$ cat src/bdl_pkg.sv
// Purpose: constants, register map and types of the baud divider and echo block
// Assumes: APB slave, 32-bit data, one core clock of 20 MHz
// Notes:   rate codes pick a crystal divisor; echo mode turns rx back out on tx
//
// Behaviour
// - code zero: bit rate is crystal/16
// - codes 1..15 select the fixed divisor table
// - no built-in loop-back switching in here
// - control bit 4: receiver uses transmitter clock
// - command bit 4 selects echo mode
// - command bits 3:2 = 10 disable tx interrupts
// - command bit 1 zero disables rx interrupts
// - echo resends received data, no processor involved
// - echo output lags receive input half bit
// - echo mode drives rts low
// - control bits 3:0 choose the divisor
package bdl_pkg;
	localparam int          ADDR_W        = 8;
	localparam int          DATA_W        = 32;
	localparam int          DIV_W         = 16;
	localparam int          RATE_W        = 4;
	localparam int          STAT_CNT_W    = 8;
	localparam logic [7:0]  CTRL_OFF      = 8'h00;
	localparam logic [7:0]  CMD_OFF       = 8'h04;
	localparam logic [7:0]  STAT_OFF      = 8'h08;
	localparam logic [7:0]  CTRL_RST      = 8'h00;
	localparam logic [7:0]  CMD_RST       = 8'h00;
	localparam int          CTRL_RATE_LSB = 0;
	localparam int          CTRL_RXSRC    = 4;
	localparam int          CMD_RXIRQ     = 1;
	localparam int          CMD_TXC_LSB   = 2;
	localparam int          CMD_ECHO      = 4;
	localparam logic [1:0]  TXC_IRQ_OFF   = 2'h2;
	localparam logic [1:0]  TXC_RTS_OFF   = 2'h0;
	localparam int          STAT_ECHO     = 0;
	localparam int          STAT_RXINT    = 1;
	localparam int          STAT_CNT_LSB  = 8;
	localparam logic [15:0] EXT_DIV       = 16'h0010;

	typedef struct packed {
		logic              psel;
		logic              penable;
		logic              pwrite;
		logic [ADDR_W-1:0] paddr;
		logic [DATA_W-1:0] pwdata;
	} bdl_apb_req_t;

	// divisor per rate code, in crystal edges per bit
	function automatic logic [DIV_W-1:0] rateDivisor(input logic [RATE_W-1:0] code);
		case (code)
			4'h1: rateDivisor = 16'h9000;
			4'h2: rateDivisor = 16'h6000;
			4'h3: rateDivisor = 16'h4180;
			4'h4: rateDivisor = 16'h3580;
			4'h5: rateDivisor = 16'h3000;
			4'h6: rateDivisor = 16'h1800;
			4'h7: rateDivisor = 16'h0c00;
			4'h8: rateDivisor = 16'h0600;
			4'h9: rateDivisor = 16'h0400;
			4'ha: rateDivisor = 16'h0300;
			4'hb: rateDivisor = 16'h0200;
			4'hc: rateDivisor = 16'h0180;
			4'hd: rateDivisor = 16'h0100;
			4'he: rateDivisor = 16'h00c0;
			4'hf: rateDivisor = 16'h0060;
			default: rateDivisor = EXT_DIV;
		endcase
	endfunction
endpackage

$ cat src/bdl_baud_loopback.sv
// Purpose: baud divisor selection, receiver clock select and echo path
// Assumes: crystal, receive clock and rxd pins are asynchronous to core_clk
// Notes:   crystal must run below a quarter of core_clk to be counted
`timescale 1ns/10ps
`default_nettype none
module bdl_baud_loopback #(
	parameter int DIV_W = bdl_pkg::DIV_W
) (
	input  wire logic                     core_clk,
	input  wire logic                     rst,
	input  wire bdl_pkg::bdl_apb_req_t    apbReq,
	output logic [bdl_pkg::DATA_W-1:0]    prdata,
	output logic                          pready,
	output logic                          pslverr,
	input  wire logic                     crystalClockInput,
	input  wire logic                     rxClkIn,
	input  wire logic                     rxd,
	input  wire logic                     txSerialIn,
	output logic                          txd,
	output logic                          rtsN,
	output logic                          txBitTick,
	output logic                          rxBitTick,
	output logic                          txIrqEnable,
	output logic                          rxIrqEnable
);
	if (DIV_W < bdl_pkg::DIV_W) begin : g_chk
		$error("DIV_W too small for the divisor table");
	end

	// ----------------------------------------------------------------
	// pin synchronisers
	// ----------------------------------------------------------------
	logic [2:0] syncA_reg, syncB_reg, syncC_reg;
	logic [2:0] syncA_next, syncB_next, syncC_next;
	logic       xtalEdge, rxClkEdge, rxdSync;

	always_comb begin
		syncA_next = {rxd, rxClkIn, crystalClockInput};
		syncB_next = syncA_reg;
		syncC_next = syncB_reg;
	end

	always_ff @(posedge core_clk or posedge rst) begin
		if (rst) begin
			syncA_reg <= 3'h0;
			syncB_reg <= 3'h0;
			syncC_reg <= 3'h0;
		end else begin
			syncA_reg <= syncA_next;
			syncB_reg <= syncB_next;
			syncC_reg <= syncC_next;
		end
	end

	assign xtalEdge  = syncB_reg[0] & ~syncC_reg[0];
	assign rxClkEdge = syncB_reg[1] & ~syncC_reg[1];
	assign rxdSync   = syncB_reg[2];

	// ----------------------------------------------------------------
	// apb registers
	// ----------------------------------------------------------------
	logic [7:0]                     ctrl_reg, ctrl_next;
	logic [7:0]                     cmd_reg, cmd_next;
	logic [bdl_pkg::DATA_W-1:0]     rdata_reg, rdata_next;
	logic                           err_reg, err_next;
	logic [bdl_pkg::STAT_CNT_W-1:0] tickCnt_reg, tickCnt_next;
	logic                           setup, wrAccess, rateLoad, echoMode, rxInternal;
	logic [bdl_pkg::RATE_W-1:0]     rateCode;

	assign setup      = apbReq.psel & ~apbReq.penable;
	assign wrAccess   = apbReq.psel & apbReq.penable & apbReq.pwrite;
	assign rateLoad   = wrAccess && apbReq.paddr == bdl_pkg::CTRL_OFF;
	assign rateCode   = ctrl_reg[bdl_pkg::CTRL_RATE_LSB +: bdl_pkg::RATE_W];
	assign echoMode   = cmd_reg[bdl_pkg::CMD_ECHO];
	assign rxInternal = ctrl_reg[bdl_pkg::CTRL_RXSRC];

	always_comb begin
		ctrl_next    = ctrl_reg;
		cmd_next     = cmd_reg;
		rdata_next   = rdata_reg;
		err_next     = err_reg;
		tickCnt_next = tickCnt_reg + {{(bdl_pkg::STAT_CNT_W-1){1'b0}}, txBitTick};
		if (wrAccess && apbReq.paddr == bdl_pkg::CTRL_OFF) begin
			ctrl_next = apbReq.pwdata[7:0];
		end else if (wrAccess && apbReq.paddr == bdl_pkg::CMD_OFF) begin
			cmd_next = apbReq.pwdata[7:0];
		end
		if (setup) begin
			err_next   = 1'b0;
			rdata_next = '0;
			if (apbReq.paddr == bdl_pkg::CTRL_OFF) begin
				rdata_next[7:0] = ctrl_reg;
			end else if (apbReq.paddr == bdl_pkg::CMD_OFF) begin
				rdata_next[7:0] = cmd_reg;
			end else if (apbReq.paddr == bdl_pkg::STAT_OFF) begin
				rdata_next[bdl_pkg::STAT_ECHO]  = echoMode;
				rdata_next[bdl_pkg::STAT_RXINT] = rxInternal;
				rdata_next[bdl_pkg::STAT_CNT_LSB +: bdl_pkg::STAT_CNT_W] = tickCnt_reg;
			end else begin
				err_next = 1'b1;
			end
		end
	end

	always_ff @(posedge core_clk or posedge rst) begin
		if (rst) begin
			ctrl_reg    <= bdl_pkg::CTRL_RST;
			cmd_reg     <= bdl_pkg::CMD_RST;
			rdata_reg   <= '0;
			err_reg     <= 1'b0;
			tickCnt_reg <= '0;
		end else begin
			ctrl_reg    <= ctrl_next;
			cmd_reg     <= cmd_next;
			rdata_reg   <= rdata_next;
			err_reg     <= err_next;
			tickCnt_reg <= tickCnt_next;
		end
	end

	assign pready      = 1'b1;
	assign prdata      = rdata_reg;
	assign pslverr     = apbReq.psel & apbReq.penable & err_reg;
	assign txIrqEnable = cmd_reg[bdl_pkg::CMD_TXC_LSB +: 2] != bdl_pkg::TXC_IRQ_OFF;
	assign rxIrqEnable = cmd_reg[bdl_pkg::CMD_RXIRQ];

	// ----------------------------------------------------------------
	// bit-rate dividers
	// ----------------------------------------------------------------
	logic [DIV_W-1:0] txCnt_reg, txCnt_next, rxCnt_reg, rxCnt_next, txDiv;
	logic             txBit_next, rxBit_next, txHalf, rxHalf, txEnd, rxEnd, anyHalf;

	// code zero falls back to a divide by sixteen of the crystal input
	assign txDiv = DIV_W'(bdl_pkg::rateDivisor(rateCode));
	assign txEnd = xtalEdge && txCnt_reg == txDiv - 1'b1;
	assign txHalf = xtalEdge && txCnt_reg == (txDiv >> 1) - 1'b1;
	assign rxEnd = rxClkEdge && rxCnt_reg == DIV_W'(bdl_pkg::EXT_DIV) - 1'b1;
	assign rxHalf = rxClkEdge && rxCnt_reg == DIV_W'(bdl_pkg::EXT_DIV >> 1) - 1'b1;

	always_comb begin
		txCnt_next = txCnt_reg;
		rxCnt_next = rxCnt_reg;
		if (rateLoad) begin
			txCnt_next = '0;
			rxCnt_next = '0;
		end else begin
			if (xtalEdge) begin
				txCnt_next = txEnd ? '0 : txCnt_reg + 1'b1;
			end
			if (rxClkEdge) begin
				rxCnt_next = rxEnd ? '0 : rxCnt_reg + 1'b1;
			end
		end
		txBit_next = txEnd && !rateLoad;
		// receiver clock taken from the transmitter rate when selected
		rxBit_next = rxInternal ? txBit_next : (rxEnd && !rateLoad);
		anyHalf    = rxInternal ? (txHalf || txEnd) : (rxHalf || rxEnd);
	end

	always_ff @(posedge core_clk or posedge rst) begin
		if (rst) begin
			txCnt_reg <= '0;
			rxCnt_reg <= '0;
			txBitTick <= 1'b0;
			rxBitTick <= 1'b0;
		end else begin
			txCnt_reg <= txCnt_next;
			rxCnt_reg <= rxCnt_next;
			txBitTick <= txBit_next;
			rxBitTick <= rxBit_next;
		end
	end

	// ----------------------------------------------------------------
	// echo path and modem outputs
	// ----------------------------------------------------------------
	logic echoSample_reg, echoSample_next, txd_next, rtsN_next;

	always_comb begin
		echoSample_next = echoSample_reg;
		// sampled at each half-bit point, so tx lags rx by half a bit
		if (anyHalf) begin
			echoSample_next = rxdSync;
		end
		// only the echo or the local transmitter feeds tx, never a loop
		txd_next  = echoMode ? echoSample_reg : txSerialIn;
		rtsN_next = echoMode ? 1'b0
			: (cmd_reg[bdl_pkg::CMD_TXC_LSB +: 2] == bdl_pkg::TXC_RTS_OFF);
	end

	always_ff @(posedge core_clk or posedge rst) begin
		if (rst) begin
			echoSample_reg <= 1'b1;
			txd            <= 1'b1;
			rtsN           <= 1'b1;
		end else begin
			echoSample_reg <= echoSample_next;
			txd            <= txd_next;
			rtsN           <= rtsN_next;
		end
	end
endmodule
`default_nettype wire

$ cat config.mk
export PLATFORM = sky130hd
export DESIGN_NAME = bdl_baud_loopback
export DESIGN_NICKNAME = d
export VERILOG_FILES = /design/src/bdl_pkg.sv /design/src/bdl_baud_loopback.sv
export SDC_FILE = /design/constraint.sdc
export NUM_CORES = 1
export LEC_CHECK = 0
export BUFFER_PORTS_ARGS = -buffer_cell sky130_fd_sc_hd__buf_4
export CAP_MARGIN = 20
export CORE_UTILIZATION = 56
export CTS_CLUSTER_DIAMETER = 40
export DETAILED_ROUTE_END_ITERATION = 10
export GPL_ROUTABILITY_DRIVEN = 0
export GPL_TIMING_DRIVEN = 0
export PLACE_DENSITY = 0.8
export SYNTH_ARGS = -nofsm -noshare
export SYNTH_HDL_FRONTEND = slang
export SYNTH_SLANG_ARGS = --single-unit
$ cat constraint.sdc
create_clock -name core_clk -period 5.1 [get_ports core_clk]
set_clock_uncertainty 0.15 [all_clocks]
set_input_delay 0 -clock core_clk [delete_from_list [all_inputs] [get_ports core_clk]]
set_output_delay 0 -clock core_clk [all_outputs]
set_load 0.005 [all_outputs]
==> run summary <==
The flow ran to the end, and the final reports show no timing, DRC or antenna violations. The filler cell count was 663. The number of buffer and inverter stages on the critical path came out at 4. The largest individual stage delay along the critical path comes from the cell sky130_fd_sc_hd__dfrtp_1.

The fraction of registers with async set or reset after synthesis is 100%. After synthesis the netlist holds a flip-flop and latch count of 86. At the pin with the least slew margin, the transition time is 0.865 ns.

The cell count after synthesis came out at 522. The number of antenna violations at the first check in global routing is 0, and the power density over the cells is 246 nW/um^2. The count of flip-flops with a built-in enable after synthesis is 0, and the global-route wire length before repair is 18.1 mm. For this design, the sink count on the clock tree is 86. Setup violations remaining at the end of the flow were counted as 0. The number of iterations in the first detailed-routing pass is 4. Along the worst path, the maximum fanout reaches 10. The count of buffers added on input and output ports is 46. The worst slew margin relative to its limit is 42.2%. The synthesized netlist occupies a cell area of 5000 um^2. The detail route stage leaves a number of antenna-violating nets equal to 0. The final layout contains 674 nets. In this run, post-CTS hold repair placed 18 buffers. STA puts the critical path data required time at 5.21 ns.

The wire length reported by the detailed router was 11.1 mm. The wire length per cell after detailed routing was 15.3 um; the count of maximum capacitance violations was 0. Detailed placement finished with a half-perimeter wire length of 7.91 mm.

Data arrives at the worst endpoint at 4.37 ns. The worst setup path is captured at a flip-flop. The floorplan has 34 rows. In the routed layout, each cell is associated on average with a via count of 5.71. The clock passes through at most 2 buffers. Entering global routing, the biggest net connects 45 pins. The count of cell types in the netlist is 63, and the timing-limited maximum frequency is 235 MHz.

The number of cells after detailed placement is 693, and the number of placed I/O pins is 89. The Yosys step of the flow raised 0 warnings. The sequential cells in the finished layout cover a total of 2160 um^2. The repair_antennas step left the layout with diodes totalling 0. Starting DRC count in detailed routing: 163. The area added between synthesis and finish came out at 19.0%.

The area of the die was 9310 um^2. Across all layers, the routed design uses 4153 vias. Summed over all failing endpoints, the final setup total negative slack is 0 ns. Walking the worst path, the cells encountered are inv_1 -> ha_1 -> nor3b_2 -> inv_1 -> ha_1 -> clkbuf_1 -> nor2b_1 -> a22oi_1 -> xnor2_1 -> xnor2_1 -> or4_4 -> o21ai_4 -> buf_6 -> nor2_1 -> a211o_1. The critical path is of the reg2reg type. Once the clock tree was built, the setup fixing pass inserted 0 buffers. The via count of the first global-routing pass is 3932. The analysis attributes to cell leakage a power of 2.88 nW. Clock-pin slew was measured on the worst setup and hold paths at 0.11 ns.

Across the VDD grid, the largest voltage drop is 0.233 mV. In this run the horizontal extent of the chip is 96.5 um. For the post-CTS resize count, the log shows 0.

Global routing used 25.4% of the available tracks. The initial utilization of the core area, before any placement, comes to 57.6%. The most frequently used flop master after synthesis is sky130_fd_sc_hd__dfrtp_1. In the final layout, the multi-input gates occupy 2610 um^2. The worst-skew pair later-pin latency came out at 0.37 ns. After the flow finishes, the layout carries non-filler instances totaling 727. For this run, the slowest stage of the critical path takes 0.49 ns. Summing the sequential cell areas from Yosys gives 43.1% of the chip area. The tools report the number of design rule violations left after detail routing as 0. For this run the aggregate overflow at the end of global routing stands at 0. The path class of the tightest hold or removal check is in2reg. The fraction of final layout cells with drive strength greater than 1 works out to 18.6%. The top cell family by delay on the critical path is simple AND/OR/NAND/NOR gates.

Once placement finished, the instance area stood at 5570 um^2. The tools report the clock root buffer as sky130_fd_sc_hd__clkbuf_8. After layout, the worst path uses 83.6% of the clock period. Setup repair after global routing left no endpoint under its margin. TritonCTS built the clock tree. STA classifies the critical path startpoint as a flip-flop.

In this run the number of H-tree levels came out at 3. The total clock buffers created by CTS was 9. The area of the core region is 8680 um^2, and the height of the die is 96.5 um. The routed design could run at a clock period as short as 4.26 ns.

A synthesized cell averages 9.58 um^2. The logs give 0 for the max-slew violation count and 0 for the final hold violation count. Total non-filler cell area in the finished layout: 5950 um^2.
-- placed cells by master, fill, tap and decap left out, types with 4 or more instances in the layout --
cell	netlist	routed
sky130_fd_sc_hd__clkbuf_8	0	9
sky130_fd_sc_hd__buf_2	7	7
sky130_fd_sc_hd__o21ai_0	29	29
sky130_fd_sc_hd__and3_1	15	15
sky130_fd_sc_hd__xnor2_1	26	26
sky130_fd_sc_hd__nand4_1	8	8
sky130_fd_sc_hd__buf_4	18	64
sky130_fd_sc_hd__a22oi_1	8	8
sky130_fd_sc_hd__nor4_1	10	10
sky130_fd_sc_hd__conb_1	2	17
sky130_fd_sc_hd__inv_1	10	9
sky130_fd_sc_hd__nand2_1	52	52
sky130_fd_sc_hd__mux2_2	10	10
sky130_fd_sc_hd__nand3_1	22	22
sky130_fd_sc_hd__ha_1	11	11
sky130_fd_sc_hd__o211ai_1	4	4
sky130_fd_sc_hd__dlygate4sd3_1	0	18
sky130_fd_sc_hd__dfrtp_1	83	83
sky130_fd_sc_hd__xor2_1	21	21
sky130_fd_sc_hd__a21oi_1	13	13
sky130_fd_sc_hd__clkbuf_1	14	14
sky130_fd_sc_hd__o2111ai_1	4	4
sky130_fd_sc_hd__a22o_1	8	8
sky130_fd_sc_hd__nor3b_1	9	9
sky130_fd_sc_hd__nor2b_1	11	11
sky130_fd_sc_hd__nor3_1	11	11
sky130_fd_sc_hd__or3_1	5	5
sky130_fd_sc_hd__nand2b_1	12	12
sky130_fd_sc_hd__a21o_1	9	9
sky130_fd_sc_hd__nor2_1	32	32
-- per-stage QoR --
step                hold WS, ns  power (mW)  utilization [%]  setup slack (ns)
global route             0.0634        1.54             68.5             0.520
detailed placement      -0.0551       0.987             64.2             0.921
global placement        -0.0404       0.977             63.8             0.990
finish                   0.0395        1.46             68.5             0.838
floorplan                -0.119       0.925                -              1.51
CTS                     0.00593        1.47             68.5             0.889
-- area by class of cell --
class | instances | area share, %
Multi-Input combinational cell | 397 | 43.8
Clock inverter | 7 | 1.24
Timing Repair Buffer | 66 | 9.36
Sequential cell | 86 | 36.3
Inverter | 10 | 0.673
Buffer | 44 | 4.31
Tap cell | 108 | 2.27
Clock buffer | 9 | 2.08
-- per-layer routing --
| metal | routed length [um] | GRT usage [%] |
|---|---|---|
| met5 | 0 | 0 |
| met4 | 166 | 9.44 |
| met3 | 612 | 6.03 |
| met2 | 5380 | 41.7 |
| met1 | 4960 | 32.7 |
-- power breakdown --
| group | total, mW | switching (mW) | internal (mW) |
|---|---|---|---|
| clock network | 0.475 | 0.282 | 0.193 |
| logic | 0.221 | 0.117 | 0.103 |
| registers | 0.769 | 0.0472 | 0.722 |
| total | 1.46 | 0.446 | 1.02 |
-- kinds of logic (layout without fill, tap and decap cells) --
group	count (synthesis)	in the layout	share of synthesized area [%]
flip-flops	86	86	43.1
AND/OR/NAND/NOR	205	205	21.8
multiplexers	14	14	3.30
buffers and inverters	54	136	5.88
other	2	17	0.150
adder cells (fa/ha/maj)	11	11	2.75
XOR/XNOR	48	48	8.69
AO/OA/AOI/OAI	102	102	14.3
-- final timing paths --
check / startpoint / to / slack [ns] / cells after the start
min in group asynchronous: rst / prdata[8]$_DFFE_PP0P_ / 0.09 / 3
setup reg to reg: ctrl_reg[1]$_DFFE_PP0P_ / txCnt_reg[4]$_DFFE_PP0P_ / 0.84 / 15
max in group asynchronous: rst / echoSample_reg$_DFFE_PP1P_ / 4.02 / 4
setup / recovery: ctrl_reg[1]$_DFFE_PP0P_ / txCnt_reg[4]$_DFFE_PP0P_ / 0.84 / 15
hold / removal: apbReq[38] / prdata[14]$_DFFE_PP0P_ / 0.04 / 5
hold reg to reg: syncA_reg[0]$_DFF_PP0_ / syncB_reg[0]$_DFF_PP0_ / 0.21 / 0
-- cells in the mapped netlist, types with 3 or more instances --
cell type	instances	area, um^2
sky130_fd_sc_hd__o21ai_0	29	145
sky130_fd_sc_hd__o21a_1	3	22.5
sky130_fd_sc_hd__a21o_1	9	67.6
sky130_fd_sc_hd__nand4_1	8	50.1
sky130_fd_sc_hd__nand2b_1	12	75.1
sky130_fd_sc_hd__ha_1	11	138
sky130_fd_sc_hd__or2_2	3	18.8
sky130_fd_sc_hd__nor2_1	32	120
sky130_fd_sc_hd__a22oi_1	8	60.1
sky130_fd_sc_hd__o211ai_1	4	30.0
sky130_fd_sc_hd__mux2_2	10	113
sky130_fd_sc_hd__clkbuf_1	14	52.6
sky130_fd_sc_hd__o31ai_1	3	22.5
sky130_fd_sc_hd__nand2_1	52	195
sky130_fd_sc_hd__and3_1	15	93.8
sky130_fd_sc_hd__buf_2	7	35.0
sky130_fd_sc_hd__dfrtp_1	83	2080
sky130_fd_sc_hd__nor3_1	11	55.1
sky130_fd_sc_hd__nor4bb_1	3	30.0
sky130_fd_sc_hd__buf_4	18	135
sky130_fd_sc_hd__a22o_1	8	70.1
sky130_fd_sc_hd__buf_1	3	11.3
sky130_fd_sc_hd__dfstp_2	3	78.8
sky130_fd_sc_hd__or3_1	5	31.3
sky130_fd_sc_hd__nor2b_1	11	68.8
sky130_fd_sc_hd__mux2i_1	3	30.0
sky130_fd_sc_hd__xor2_1	21	184
sky130_fd_sc_hd__a21oi_1	13	65.1
sky130_fd_sc_hd__inv_1	10	37.5
sky130_fd_sc_hd__xnor2_1	26	228
sky130_fd_sc_hd__nor4_1	10	62.6
sky130_fd_sc_hd__o2111ai_1	4	35.0
sky130_fd_sc_hd__nand3_1	22	110
sky130_fd_sc_hd__nor3b_1	9	67.6
-- worst register-to-register path, stage by stage (launching register included) --
cell	delay [ns]
sky130_fd_sc_hd__dfrtp_1	0.49
sky130_fd_sc_hd__inv_1	0.24
sky130_fd_sc_hd__ha_1	0.32
sky130_fd_sc_hd__nor3b_2	0.38
sky130_fd_sc_hd__inv_1	0.13
sky130_fd_sc_hd__ha_1	0.21
sky130_fd_sc_hd__clkbuf_1	0.22
sky130_fd_sc_hd__nor2b_1	0.20
sky130_fd_sc_hd__a22oi_1	0.23
sky130_fd_sc_hd__xnor2_1	0.25
sky130_fd_sc_hd__xnor2_1	0.14
sky130_fd_sc_hd__or4_4	0.46
sky130_fd_sc_hd__o21ai_4	0.27
sky130_fd_sc_hd__buf_6	0.18
sky130_fd_sc_hd__nor2_1	0.06
sky130_fd_sc_hd__a211o_1	0.24
Note: power is estimated with default switching activity, not from simulation.
